[src/vid_profile_pkg.sv]
package vid_profile_pkg;

    // ------------------------------------------------------------------
    // Widths
    // ------------------------------------------------------------------
    localparam int DATA_W = 8;
    localparam int PTR_W = 8;
    localparam int CODE_W = 6;
    localparam int SLOT_COUNT = 4;

    // ------------------------------------------------------------------
    // Register pointers
    // ------------------------------------------------------------------
    localparam logic [7:0] PTR_PROFILE_A = 8'h00;
    localparam logic [7:0] PTR_PROFILE_B = 8'h01;
    localparam logic [7:0] PTR_PROFILE_C = 8'h02;
    localparam logic [7:0] PTR_PROFILE_D = 8'h03;
    localparam logic [7:0] PTR_RESET = 8'h00;

    // ------------------------------------------------------------------
    // Reset values
    // ------------------------------------------------------------------
    localparam logic [7:0] RESET_PROFILE_A = 8'hB4;
    localparam logic [7:0] RESET_PROFILE_B = 8'h1E;
    localparam logic [7:0] RESET_PROFILE_C = 8'hB0;
    localparam logic [7:0] RESET_PROFILE_D = 8'h9E;
    localparam logic [7:0] UNMAPPED_READ = 8'h00;

    // ------------------------------------------------------------------
    // Field positions inside a profile register
    // ------------------------------------------------------------------
    localparam int BIT_FORCED_PWM = 7;
    localparam int BIT_CLOCK_LOCK_EN = 6;
    localparam int VOLTAGE_CODE_MSB = 5;
    localparam int VOLTAGE_CODE_LSB = 0;

    // ------------------------------------------------------------------
    // Types
    // ------------------------------------------------------------------
    typedef struct packed {
        logic forced_pwm;
        logic clock_lock_en;
        logic [CODE_W-1:0] voltage_code;
    } profile_type;

    typedef struct packed {
        logic ptr_load;
        logic wr_en;
        logic rd_advance;
        logic [DATA_W-1:0] data;
    } byte_cmd_type;

    typedef enum logic [1:0] {
        SLOT_A,
        SLOT_B,
        SLOT_C,
        SLOT_D
    } slot_sel_type;

endpackage
[src/profile_slot.sv]
`timescale 1ns/1ps

module profile_slot
#(
    parameter logic [7:0] RESET_VALUE = 8'h00
)
(
    input wire logic clock_in,
    input wire logic nrst_in,
    input wire logic uvlo_clear_in,
    input wire logic wr_en_in,
    input wire logic [7:0] wr_data_in,
    output vid_profile_pkg::profile_type value_out
);

    logic [7:0] value_reg;
    logic [7:0] value_next;

    // Undervoltage lockout beats any write in the same cycle, since the
    // write could not be trusted while a supply is low.
    always_comb
    begin
        value_next = value_reg;
        if (uvlo_clear_in)
        begin
            value_next = RESET_VALUE;
        end
        else if (wr_en_in)
        begin
            value_next = wr_data_in;
        end
    end

    always_ff @(posedge clock_in or negedge nrst_in)
    begin
        if (!nrst_in)
        begin
            value_reg <= RESET_VALUE;
        end
        else
        begin
            value_reg <= value_next;
        end
    end

    assign value_out.forced_pwm = value_reg[vid_profile_pkg::BIT_FORCED_PWM];
    assign value_out.clock_lock_en = value_reg[vid_profile_pkg::BIT_CLOCK_LOCK_EN];
    assign value_out.voltage_code =
        value_reg[vid_profile_pkg::VOLTAGE_CODE_MSB:vid_profile_pkg::VOLTAGE_CODE_LSB];

endmodule

[src/vid_mode_voltage_regs.sv]
`timescale 1ns/1ps


module vid_mode_voltage_regs
(
    input wire logic clock_in,
    input wire logic nrst_in,
    input vid_profile_pkg::byte_cmd_type cmd_in,
    input wire logic profile_select_low_in,
    input wire logic profile_select_high_in,
    input wire logic vdd_uvlo_in,
    input wire logic main_power_input_uvlo_in,
    output logic [7:0] rd_data_out,
    output logic [7:0] pointer_out,
    output vid_profile_pkg::profile_type active_profile_out,
    output vid_profile_pkg::slot_sel_type active_slot_out,
    output logic uvlo_active_out
);

    // ------------------------------------------------------------------
    // Pin synchronisers
    // ------------------------------------------------------------------
    // Bit order everywhere: {vdd, main input, select high, select low}.
    logic [3:0] pins_meta_reg;
    logic [3:0] pins_meta_next;
    logic [3:0] pins_sync_reg;
    logic [3:0] pins_sync_next;

    always_comb
    begin
        pins_meta_next = {vdd_uvlo_in, main_power_input_uvlo_in,
                          profile_select_high_in, profile_select_low_in};
        pins_sync_next = pins_meta_reg;
    end

    always_ff @(posedge clock_in or negedge nrst_in)
    begin
        if (!nrst_in)
        begin
            pins_meta_reg <= 4'h0;
            pins_sync_reg <= 4'h0;
        end
        else
        begin
            pins_meta_reg <= pins_meta_next;
            pins_sync_reg <= pins_sync_next;
        end
    end

    logic uvlo_now;
    logic [1:0] select_now;

    assign uvlo_now = pins_sync_reg[3] | pins_sync_reg[2];
    assign select_now = pins_sync_reg[1:0];

    // ------------------------------------------------------------------
    // Register pointer
    // ------------------------------------------------------------------
    logic [7:0] pointer_reg;
    logic [7:0] pointer_next;

    // A pointer load wins over a data byte in the same cycle; the byte is not
    // written to any slot, and the pointer takes the loaded value, not a step.
    always_comb
    begin
        pointer_next = pointer_reg;
        if (uvlo_now)
        begin
            pointer_next = vid_profile_pkg::PTR_RESET;
        end
        else if (cmd_in.ptr_load)
        begin
            pointer_next = cmd_in.data;
        end
        else if (cmd_in.wr_en || cmd_in.rd_advance)
        begin
            pointer_next = 8'(pointer_reg + 8'h01);
        end
    end

    always_ff @(posedge clock_in or negedge nrst_in)
    begin
        if (!nrst_in)
        begin
            pointer_reg <= vid_profile_pkg::PTR_RESET;
        end
        else
        begin
            pointer_reg <= pointer_next;
        end
    end

    // ------------------------------------------------------------------
    // Profile slots
    // ------------------------------------------------------------------
    logic [3:0] slot_wr;
    vid_profile_pkg::profile_type slot_value [4];

    always_comb
    begin
        slot_wr = 4'h0;
        if (cmd_in.wr_en && !cmd_in.ptr_load)
        begin
            unique case (pointer_reg)
                vid_profile_pkg::PTR_PROFILE_A: slot_wr = 4'h1;
                vid_profile_pkg::PTR_PROFILE_B: slot_wr = 4'h2;
                vid_profile_pkg::PTR_PROFILE_C: slot_wr = 4'h4;
                vid_profile_pkg::PTR_PROFILE_D: slot_wr = 4'h8;
                default: slot_wr = 4'h0;
            endcase
        end
    end

    profile_slot #(.RESET_VALUE(vid_profile_pkg::RESET_PROFILE_A)) slot_a
    (
        .clock_in(clock_in),
        .nrst_in(nrst_in),
        .uvlo_clear_in(uvlo_now),
        .wr_en_in(slot_wr[0]),
        .wr_data_in(cmd_in.data),
        .value_out(slot_value[0])
    );

    profile_slot #(.RESET_VALUE(vid_profile_pkg::RESET_PROFILE_B)) slot_b
    (
        .clock_in(clock_in),
        .nrst_in(nrst_in),
        .uvlo_clear_in(uvlo_now),
        .wr_en_in(slot_wr[1]),
        .wr_data_in(cmd_in.data),
        .value_out(slot_value[1])
    );

    profile_slot #(.RESET_VALUE(vid_profile_pkg::RESET_PROFILE_C)) slot_c
    (
        .clock_in(clock_in),
        .nrst_in(nrst_in),
        .uvlo_clear_in(uvlo_now),
        .wr_en_in(slot_wr[2]),
        .wr_data_in(cmd_in.data),
        .value_out(slot_value[2])
    );

    profile_slot #(.RESET_VALUE(vid_profile_pkg::RESET_PROFILE_D)) slot_d
    (
        .clock_in(clock_in),
        .nrst_in(nrst_in),
        .uvlo_clear_in(uvlo_now),
        .wr_en_in(slot_wr[3]),
        .wr_data_in(cmd_in.data),
        .value_out(slot_value[3])
    );

    // ------------------------------------------------------------------
    // Read data
    // ------------------------------------------------------------------
    logic [7:0] rd_data_reg;
    logic [7:0] rd_data_next;

    // The read byte always mirrors the register under the pointer one cycle
    // later, so the byte engine can load its shifter at any time.
    always_comb
    begin
        unique case (pointer_reg)
            vid_profile_pkg::PTR_PROFILE_A: rd_data_next = slot_value[0];
            vid_profile_pkg::PTR_PROFILE_B: rd_data_next = slot_value[1];
            vid_profile_pkg::PTR_PROFILE_C: rd_data_next = slot_value[2];
            vid_profile_pkg::PTR_PROFILE_D: rd_data_next = slot_value[3];
            default: rd_data_next = vid_profile_pkg::UNMAPPED_READ;
        endcase
    end

    always_ff @(posedge clock_in or negedge nrst_in)
    begin
        if (!nrst_in)
        begin
            rd_data_reg <= vid_profile_pkg::UNMAPPED_READ;
        end
        else
        begin
            rd_data_reg <= rd_data_next;
        end
    end

    // ------------------------------------------------------------------
    // Active profile selection
    // ------------------------------------------------------------------
    vid_profile_pkg::slot_sel_type slot_sel_reg;
    vid_profile_pkg::slot_sel_type slot_sel_next;
    vid_profile_pkg::profile_type active_reg;
    vid_profile_pkg::profile_type active_next;

    // Select low is pin zero, select high is pin one.
    always_comb
    begin
        unique case (select_now)
            2'b00: slot_sel_next = vid_profile_pkg::SLOT_A;
            2'b01: slot_sel_next = vid_profile_pkg::SLOT_B;
            2'b10: slot_sel_next = vid_profile_pkg::SLOT_C;
            2'b11: slot_sel_next = vid_profile_pkg::SLOT_D;
        endcase
        active_next = slot_value[select_now];
    end

    always_ff @(posedge clock_in or negedge nrst_in)
    begin
        if (!nrst_in)
        begin
            slot_sel_reg <= vid_profile_pkg::SLOT_A;
            active_reg <= vid_profile_pkg::RESET_PROFILE_A;
        end
        else
        begin
            slot_sel_reg <= slot_sel_next;
            active_reg <= active_next;
        end
    end

    assign rd_data_out = rd_data_reg;
    assign pointer_out = pointer_reg;
    assign active_profile_out = active_reg;
    assign active_slot_out = slot_sel_reg;
    assign uvlo_active_out = uvlo_now;

endmodule

[config.mk]
export PLATFORM = sky130hd
export DESIGN_NAME = vid_mode_voltage_regs
export DESIGN_NICKNAME = d
export VERILOG_FILES = /design/src/vid_profile_pkg.sv /design/src/profile_slot.sv /design/src/vid_mode_voltage_regs.sv
export SDC_FILE = /design/constraint.sdc
export NUM_CORES = 1
export LEC_CHECK = 0
export ABC_CLOCK_PERIOD_IN_PS = 1900
export BUFFER_PORTS_ARGS = -buffer_cell sky130_fd_sc_hd__buf_2
export CAP_MARGIN = 15
export CORE_ASPECT_RATIO = 1.75
export CORE_MARGIN = 4
export CORE_UTILIZATION = 45
export CTS_CLUSTER_SIZE = 25
export DETAILED_ROUTE_END_ITERATION = 16
export PLACE_DENSITY = 0.74
export SLEW_MARGIN = 20
export SYNTH_ARGS = -nofsm -noshare
export SYNTH_HDL_FRONTEND = slang
export SYNTH_SLANG_ARGS = --single-unit
[constraint.sdc]
create_clock -name clock_in -period 1.9 [get_ports clock_in]
set_input_delay 0.38 -clock clock_in [delete_from_list [all_inputs] [get_ports clock_in]]
set_output_delay 0.38 -clock clock_in [all_outputs]
set_load 0.01 [all_outputs]
==> reports/summary.log, run 1 <==
[grt] number of global-route vias before repair 2184
[worst_setup_path] end of the worst register-to-register path slot_c.value_out[2]$_DFFE_PN0P_
[sta] minimum period implied by the final worst setup slack 1.76 ns
[detailed_routing] Routed Antenna Nets 0
[worst_setup_path] cells on worst reg2reg path 3
[worst_setup_path] number of buffers and inverters on the critical path 2
[synth] fraction of the yosys area taken by sequential cells 56.3%
[cts] clock latency on the worst-skew pair 0.33 ns
[power_and_ir_drop] highest ir drop seen on vdd 0.619 mV
[grt] first-pass GRT wire length 11400 um
[synth] number of cells produced by synthesis 249
[cells_and_area] area used by multi-input combinational logic 1200 um2
[detailed_routing] wire per inst 18.3 um
[sta] unrepaired setup endpoints after global routing false
[placement] Post-Place Cells 366
[cells_and_area] combined flip-flop and latch cell area 1680 um2
[synth] Unique masters post-synth 30
[power_and_ir_drop] net switching power 0.799 mW
[sta] max-slew violation total from the final report 0
[synth] number of synthesis warnings 0
[outcome] outcome finished, final reports clean
[synth] post-synthesis cell area 2980 um2
[sta] fin crit share 92.6%
[synth] mean post-synth cell area 12.0 um2
[die] Chip Height 116 um
[grt] routing usage on met3 4.77%
[cts] Gates resized, CTS repair 0
[worst_setup_path] signal arrival time at the worst endpoint 1.38 ns
[worst_setup_path] Reg-to-Reg Start pointer_out[2]$_DFFE_PN0P_
[grt] GR Util met2 33.2%
[synth] predominant post-synthesis flop cell dfrtp_1
[die] chip width 69.5 um
[grt] initial antenna violation count 0
[sta] number of endpoints with negative hold slack in the final report 0
[detailed_routing] final wirelength 6980 um
[cts] TritonCTS buffer count 9
[cts] Post-CTS Hold Fix Bufs 0
[synth] proportion of netlist area held by the largest area contributor 38.6%
[worst_setup_path] Setup crit start kind flip-flop
[cts] CTS tree built
[cts] H-tree level count 3
[run] reported max-cap violation count 0
[cts] master cell of the clock root buffer clkbuf_16
[worst_setup_path] Max stage delay on crit path 0.36 ns
[synth] most frequent cells after synthesis dfrtp_1 (46), mux2i_1 (32), nor2_1 (26)
[synth] top-count cell post-synth dfrtp_1
[synth] top post-synthesis cells by area dfrtp_1 (39%), dfstp_2 (18%), mux2i_1 (11%), mux4_2 (6.0%), a22oi_1 (4.0%)
[placement] Buffers on Ports 43
[cells_and_area] post-route non-filler standard cell count 382
[cts] Clock transition at path regs 0.05 ns
[placement] detailed placement HPWL 4760 um
[synth] cell type with the largest total area after synthesis dfrtp_1
[worst_setup_path] Critical Path End Type primary output
[cells_and_area] Ant. Diodes 0
[worst_setup_path] master of the slowest instance on the critical path dfrtp_1
[die] area inside the core boundary 6490 um2
[worst_setup_path] family with the most delay on the worst path buffers and inverters
[cells_and_area] proportion of layout cells with a drive suffix above 1 34.0%
[power_and_ir_drop] Power Internal 2.47 mW
[worst_setup_path] reg2reg setup slack 0.20 ns
[sta] Final TNS setup 0 ns
[grt] peak-usage layer in the global routing report met2
[cts] number of clock sinks 66
[detailed_routing] remaining design rule violation count 0
[worst_setup_path] required time at the endpoint of the critical path 1.52 ns
[die] row count 39
[sta] worst-case clock skew 0.00625 ns
[min_path] hold crit path type primary input to asynchronous set/reset pin
[power_and_ir_drop] power density over the cells 915 nW/um2
[power_and_ir_drop] relative contribution of sequential cells to total power 45.5%
[die] die outline area 8040 um2
[synth] Post-synth EDFFs 0
[sta] setup-violating endpoint count in the final report 0
[sta] Worst Tran Pin Value 0.445 ns
[synth] nets in the synthesized netlist 270
[sta] highest achievable clock rate 568 MHz
[cells_and_area] filler cell count in the final layout 551
[detailed_routing] First DRT Iteration DRCs 130
[cts] number of buffers on the longest clock path 2
[sta] Max transition margin 70.3%
[synth] Seq cells post-synth 66
[worst_setup_path] type of the setup path with the least slack flip-flop to primary output
[worst_setup_path] sequence of cells on the critical path nor2_1 -> clkinv_1 -> buf_2
[power_and_ir_drop] Static Leakage 1.64 nW
[grt] largest net degree at the start of global routing 67
[cells_and_area] Area Overhead vs Synth 20.0%
[detailed_routing] routed vias 2110
[power_and_ir_drop] Combinational Power Share 8.5%
[grt] GR Overflow Total 0
[die] Ports 44
[power_and_ir_drop] share of total power consumed by net switching 24.4%
[power_and_ir_drop] Clk network pwr share 46.0%
[detailed_routing] vias per std cell 5.52
[worst_setup_path] Critical Path Fanout Max 12
[cells_and_area] final net count 316
[grt] GRT Overall Usage 19.0%
[grt] met1 Track Usage GR 20.6%
[cts] number of buffers inserted to repair setup after CTS 0
[placement] final RePlAce weighted congestion 0.828
[detailed_routing] Initial DRT Pass Iterations 4
[synth] share of synthesized registers carrying an async set or reset 100%
[die] starting density of the core 45.9%
[layout by cell type (no fill, tap or decap), types with 5 or more instances in the layout]
cell | netlist | routed
o21ai_0 | 11 | 11
dfrtp_1 | 46 | 46
or3_1 | 5 | 5
buf_4 | 1 | 9
a21oi_1 | 11 | 11
dfstp_2 | 20 | 20
clkbuf_16 | 0 | 9
mux4_2 | 8 | 8
nor2_1 | 26 | 26
mux2i_1 | 32 | 32
a22oi_1 | 16 | 16
nand2_1 | 25 | 25
buf_2 | 3 | 43
[layout make-up]
cell class	instances	area share [%]
multi-input cells	161	33.7
flip-flops and latches	66	46.9
inverters	4	0.420
well taps	82	2.87
clock inverters	5	0.840
clock buffers	11	6.79
repair buffers	53	8.47
[worst reg2reg max path: cells and delay by family (launching register included)]
family	cells	cell delay [ns]
simple gates	2	0.88
flops	1	0.47
mux	1	0.26
[power by group through the flow]
stage | logic [mW] | clock network (mW) | registers [mW]
4_1_cts | 0.282 | 1.53 | 1.49
3_3_place_gp | 0.275 | 0 | 1.51
6_report | 0.277 | 1.51 | 1.49
2_1_floorplan | 0.132 | 0 | 1.52
5_1_grt | 0.304 | 1.60 | 1.49
3_5_place_dp | 0.281 | 0 | 1.51
[through the flow]
step	total power [mW]	utilization (%)	cell area, um2	setup WS, ns	hold WS [ns]
floorplan	1.65	-	2980	0.328	0.0844
global placement	1.79	50.9	3300	0.342	0.332
detailed placement	1.79	50.9	3300	0.212	0.335
CTS	3.30	55.1	3570	0.114	0.0673
global route	3.40	55.1	3570	0.0343	0.0818
finish	3.27	55.1	3570	0.141	0.0551
[routing by layer]
metal,part of all wire (%),up-vias
li1,-,983
met1,40,1048
met2,54,68
met3,4.2,11
met4,1.7,0
met5,0,-
[logic make-up (layout without fill, tap and decap cells)]
group / Yosys count / count (layout) / synth area share, %
xor+xnor: 3 / 3 / 0.882
buf+inv: 22 / 73 / 3.28
compound gates: 47 / 47 / 10.0
mux: 40 / 40 / 16.8
fa+ha+maj: 4 / 4 / 1.68
simple gates: 67 / 67 / 11.0
flops: 66 / 66 / 56.3
[worst max path at each step]
| stage | depth (start not counted) | from | end | slack [ns] |
|---|---|---|---|---|
| 2_1_floorplan | 5 | pointer_out[0]$_DFFE_PN0P_ | pointer_out[4]$_DFFE_PN0P_ | 0.33 |
| 3_3_place_gp | 3 | pointer_out[2]$_DFFE_PN0P_ | slot_c.value_out[5]$_DFFE_PN1P_ | 0.34 |
| 3_5_place_dp | 3 | pointer_out[2]$_DFFE_PN0P_ | slot_c.value_out[1]$_DFFE_PN0P_ | 0.21 |
| 4_1_cts | 3 | pins_sync_reg[2]$_DFF_PN0_ | uvlo_active_out | 0.11 |
| 5_1_grt | 3 | pins_sync_reg[2]$_DFF_PN0_ | uvlo_active_out | 0.03 |
| 6_report | 3 | pins_sync_reg[2]$_DFF_PN0_ | uvlo_active_out | 0.14 |
Note: power is estimated with default switching activity, not from simulation.
==> run 2, diff against run 1 <==
--- a/config.mk
+++ b/config.mk
@@ -5,15 +5,16 @@
 export SDC_FILE = /design/constraint.sdc
 export NUM_CORES = 1
 export LEC_CHECK = 0
-export ABC_CLOCK_PERIOD_IN_PS = 1900
+export ABC_AREA = 1
+export ABC_CLOCK_PERIOD_IN_PS = 2300
 export BUFFER_PORTS_ARGS = -buffer_cell sky130_fd_sc_hd__buf_2
 export CAP_MARGIN = 15
 export CORE_ASPECT_RATIO = 1.75
 export CORE_MARGIN = 4
-export CORE_UTILIZATION = 45
+export CORE_UTILIZATION = 32
 export CTS_CLUSTER_SIZE = 25
 export DETAILED_ROUTE_END_ITERATION = 16
-export PLACE_DENSITY = 0.74
+export PLACE_DENSITY = 0.58
 export SLEW_MARGIN = 20
 export SYNTH_ARGS = -nofsm -noshare
 export SYNTH_HDL_FRONTEND = slang
==> constraint.sdc (replaced) <==
create_clock -name clock_in -period 2.3 [get_ports clock_in]
set_input_delay 0.46 -clock clock_in [delete_from_list [all_inputs] [get_ports clock_in]]
set_output_delay 0.46 -clock clock_in [all_outputs]
set_load 0.01 [all_outputs]
==> run 2 against run 1 <==
Clock power about the same. First-iteration DRC count is 130% higher. Global-route usage shrank 3.4 points. Die area up 51%. Worst setup slack better by 0.27 ns. Count of clock-buffer cells in the layout shrank 2. Sequential share of layout area decreased by 4.8 points. Critical path type unchanged. Critical endpoint unchanged. Largest power group unchanged.
==> reports/summary.log, run 2 <==
[synth] number of cells produced by synthesis 363 [was 249]
[synth] nets in the synthesized netlist 384 [was 270]
[placement] cell area after placement 3650 um2 [was 3300 um2]
[sta] Max transition margin 65.3% [was 70.3%]
[synth] predominant post-synthesis flop cell dfrtp_1 [unchanged]
[die] die outline area 12100 um2 [was 8040 um2]
[cts] TritonCTS buffer count 9 [unchanged]
[sta] Final TNS setup 0 ns [unchanged]
[synth] proportion of netlist area held by the largest area contributor 34.6% [was 38.6%]
[sta] unrepaired setup endpoints after global routing false [unchanged]
[cts] number of buffers inserted to repair setup after CTS 0 [unchanged]
[cells_and_area] filler cell count in the final layout 1052 [was 551]
[run] reported max-cap violation count 0 [unchanged]
[grt] GRT Overall Usage 15.6% [was 19.0%]
[synth] fraction of the yosys area taken by sequential cells 50.5% [was 56.3%]
[grt] met1 Track Usage GR 16.5% [was 20.6%]
[synth] top post-synthesis cells by area dfrtp_1 (35%), dfstp_2 (16%), nand3_1 (11%), nand2_1 (8.6%), o21ai_0 (4.1%) [was dfrtp_1 (39%), dfstp_2 (18%), mux2i_1 (11%), mux4_2 (6.0%), a22oi_1 (4.0%)]
[detailed_routing] remaining design rule violation count 0 [unchanged]
[cts] H-tree level count 3 [unchanged]
[cells_and_area] most common library cell in the layout ignoring fill and taps nand2_1 [was dfrtp_1]
[synth] most frequent cells after synthesis nand2_1 (76), nand3_1 (73), dfrtp_1 (46) [was dfrtp_1 (46), mux2i_1 (32), nor2_1 (26)]
[sta] setup-violating endpoint count in the final report 0 [unchanged]
[cells_and_area] proportion of layout cells with a drive suffix above 1 30.2% [was 34.0%]
[die] Ports 44 [unchanged]
[cells_and_area] Area Overhead vs Synth 20.0% [about the same]
[outcome] outcome finished, final reports clean [unchanged]
[power_and_ir_drop] Power Internal 2.35 mW [was 2.47 mW]
[worst_setup_path] Critical Path Fanout Max 10 [was 12]
[synth] number of synthesis warnings 0 [unchanged]
[power_and_ir_drop] relative contribution of sequential cells to total power 40.7% [was 45.5%]
[power_and_ir_drop] Static Leakage 1.86 nW [was 1.64 nW]
[power_and_ir_drop] power density over the cells 804 nW/um2 [was 915 nW/um2]
[sta] worst-case clock skew 0.00616 ns [was 0.00625 ns]
[worst_setup_path] Max stage delay on crit path 0.39 ns [was 0.36 ns]
[detailed_routing] routed vias 2722 [was 2110]
[synth] post-synthesis cell area 3320 um2 [was 2980 um2]
[die] chip width 85.0 um [was 69.5 um]
[power_and_ir_drop] net switching power 0.858 mW [was 0.799 mW]
[synth] mean post-synth cell area 9.15 um2 [was 12.0 um2]
[cts] CTS tree built [unchanged]
[sta] fin crit share 82.0%
[grt] largest net degree at the start of global routing 37 [was 67]
[die] starting density of the core 32.5% [was 45.9%]
[detailed_routing] First DRT Iteration DRCs 294 [was 130]
[cells_and_area] final net count 430 [was 316]
[cells_and_area] Ant. Diodes 0 [unchanged]
[sta] minimum period implied by the final worst setup slack 1.89 ns
[min_path] hold crit path type primary input to flip-flop [was primary input to asynchronous set/reset pin]
[cells_and_area] combined flip-flop and latch cell area 1680 um2 [unchanged]
[placement] Buffers on Ports 43 [unchanged]
[worst_setup_path] family with the most delay on the worst path buffers and inverters [unchanged]
[grt] GR Util met2 28.8% [was 33.2%]
[worst_setup_path] sequence of cells on the critical path nor2_4 -> inv_1 -> buf_2 [was nor2_1 -> clkinv_1 -> buf_2]
[worst_setup_path] number of buffers and inverters on the critical path 2 [unchanged]
[worst_setup_path] Setup crit start kind flip-flop [unchanged]
[placement] detailed placement HPWL 6610 um [was 4760 um]
[grt] number of global-route vias before repair 2760 [was 2184]
[grt] peak-usage layer in the global routing report met2 [unchanged]
[synth] top-count cell post-synth nand2_1 [was dfrtp_1]
[placement] final RePlAce weighted congestion 0.906 [was 0.828]
[sta] highest achievable clock rate 530 MHz
[worst_setup_path] signal arrival time at the worst endpoint 1.43 ns [was 1.38 ns]
[die] area inside the core boundary 10200 um2 [was 6490 um2]
[worst_setup_path] Critical Path End Type primary output [unchanged]
[cells_and_area] highest-count cells in the layout ignoring fill and taps nand2_1 (76), nand3_1 (73), dfrtp_1 (46), buf_2 (43), o21ai_0 (27) [was dfrtp_1 (46), buf_2 (43), mux2i_1 (32), nor2_1 (26), nand2_1 (25)]
[cells_and_area] area used by multi-input combinational logic 1440 um2 [was 1200 um2]
[synth] share of synthesized registers carrying an async set or reset 100% [unchanged]
[die] Chip Height 143 um [was 116 um]
[synth] cell type with the largest total area after synthesis dfrtp_1 [unchanged]
[power_and_ir_drop] highest ir drop seen on vdd 0.380 mV [was 0.619 mV]
[grt] initial antenna violation count 0 [unchanged]
[grt] routing usage on met3 3.35% [was 4.77%]
[power_and_ir_drop] share of total power consumed by net switching 26.8% [was 24.4%]
[worst_setup_path] type of the setup path with the least slack flip-flop to primary output [unchanged]
[sta] number of endpoints with negative hold slack in the final report 0 [unchanged]
[cts] Gates resized, CTS repair 0 [unchanged]
[sta] Worst Tran Pin Value 0.519 ns [was 0.445 ns]
[detailed_routing] final wirelength 8900 um [was 6980 um]
[cts] number of clock sinks 66 [unchanged]
[power_and_ir_drop] Combinational Power Share 12.8% [was 8.5%]
[cts] master cell of the clock root buffer clkbuf_16 [unchanged]
[sta] max-slew violation total from the final report 0 [unchanged]
[synth] Seq cells post-synth 66 [unchanged]
[power_and_ir_drop] Clk network pwr share 46.5% [was 46.0%]
[cells_and_area] area of all placed cells without fillers 3990 um2 [was 3570 um2]
[grt] GR Overflow Total 0 [unchanged]
[cts] number of buffers on the longest clock path 2 [unchanged]
[worst_setup_path] required time at the endpoint of the critical path 1.84 ns [was 1.52 ns]
[detailed_routing] Routed Antenna Nets 0 [unchanged]
[worst_setup_path] master of the slowest instance on the critical path dfrtp_1 [unchanged]
[detailed_routing] wire per inst 16.4 um [was 18.3 um]
[cts] clock latency on the worst-skew pair 0.33 ns [about the same]
[detailed_routing] Initial DRT Pass Iterations 4 [unchanged]
[die] row count 49 [was 39]
[synth] Post-synth EDFFs 0 [unchanged]
[detailed_routing] vias per std cell 5.03 [was 5.52]
[cts] Clock transition at path regs 0.06 ns [was 0.05 ns]
[synth] Unique masters post-synth 29 [was 30]
[grt] first-pass GRT wire length 14600 um [was 11400 um]
==> run 2: cell types whose count changed after synthesis, moves of 11 or more <==
cell     before  now
mux2i_1      32    0
o21ai_2       0   11
o21ai_0      11   27
nand3_1       4   73
inv_1         3   17
a22oi_1      16    0
nand2_1      25   76
==> run 2: layer usage <==
metal	routed length (um)	up-vias
li1	-	1322
met1	3320	1289
met2	4900	90
met3	424	21
met4	255	0
met5	0	-
==> run 2: layout make-up <==
type,count,area share (%)
sequential,66,42.1
multi-input combinational,257,36.0
timing repair buffer,53,7.66
clock buffer,9,5.65
tap,127,3.99
clock inverter,7,2.54
inverter,22,2.07
==> run 2: path summary, 6_finish.rpt <==
path	to	cells after the start	slack, ns	from
max	uvlo_active_out	3	0.41	pins_sync_reg[2]$_DFF_PN0_
min	pins_meta_reg[1]$_DFF_PN0_	1	0.23	profile_select_high_in
max reg2reg	slot_d.value_out[7]$_DFFE_PN1P_	7	0.51	pointer_out[1]$_DFFE_PN0P_
min reg2reg	pins_sync_reg[2]$_DFF_PN0_	0	0.35	pins_meta_reg[2]$_DFF_PN0_
max in group asynchronous	pointer_out[2]$_DFFE_PN0P_	3	1.19	nrst_in
min in group asynchronous	pins_meta_reg[1]$_DFF_PN0_	2	0.53	nrst_in
==> run 2: stage by stage <==
step	setup WS (ns)	std cells	total power [mW]	hold WS [ns]	utilization (%)
floorplan	0.854	363	1.58	0.164	-
global placement	0.566	524	1.73	0.332	35.6
detailed placement	0.547	524	1.73	0.335	35.6
CTS	0.375	541	3.25	0.217	38.9
global route	0.337	541	3.35	0.217	38.9
finish	0.413	541	3.21	0.228	38.9
==> run 2: logic make-up after synthesis <==
| kind of cell | Yosys count | share of synthesized area (%) |
|---|---|---|
| DFF | 66 | 50.5 |
| and+or+nand+nor | 201 | 32.2 |
| buffers and inverters | 40 | 6.48 |
| AOI/OAI and AO/OA | 52 | 9.37 |
| adders and majority gates | 4 | 1.51 |
==> run 2: what timing repair did <==
action	in CTS	in global routing
hold endpoints to repair	9	0
endpoints found under the setup margin	0	0
hold buffers	1	0
==> run 2: worst reg2reg max path: stages (launching register included) <==
cell and delay [ns]:
dfrtp_1 0.44, ha_1 0.27, inv_1 0.12, nor2_8 0.23, nand3_4 0.23, nand2_1 0.27, nand2_1 0.10, nand2_1 0.08
==> run 2: power groups by stage <==
stage	Combinational [mW]	Clock (mW)	Sequential [mW]
3_5_place_dp	0.411	0	1.32
4_1_cts	0.415	1.53	1.30
3_3_place_gp	0.404	0	1.32
2_1_floorplan	0.248	0	1.33
5_1_grt	0.456	1.58	1.31
6_report	0.411	1.49	1.30
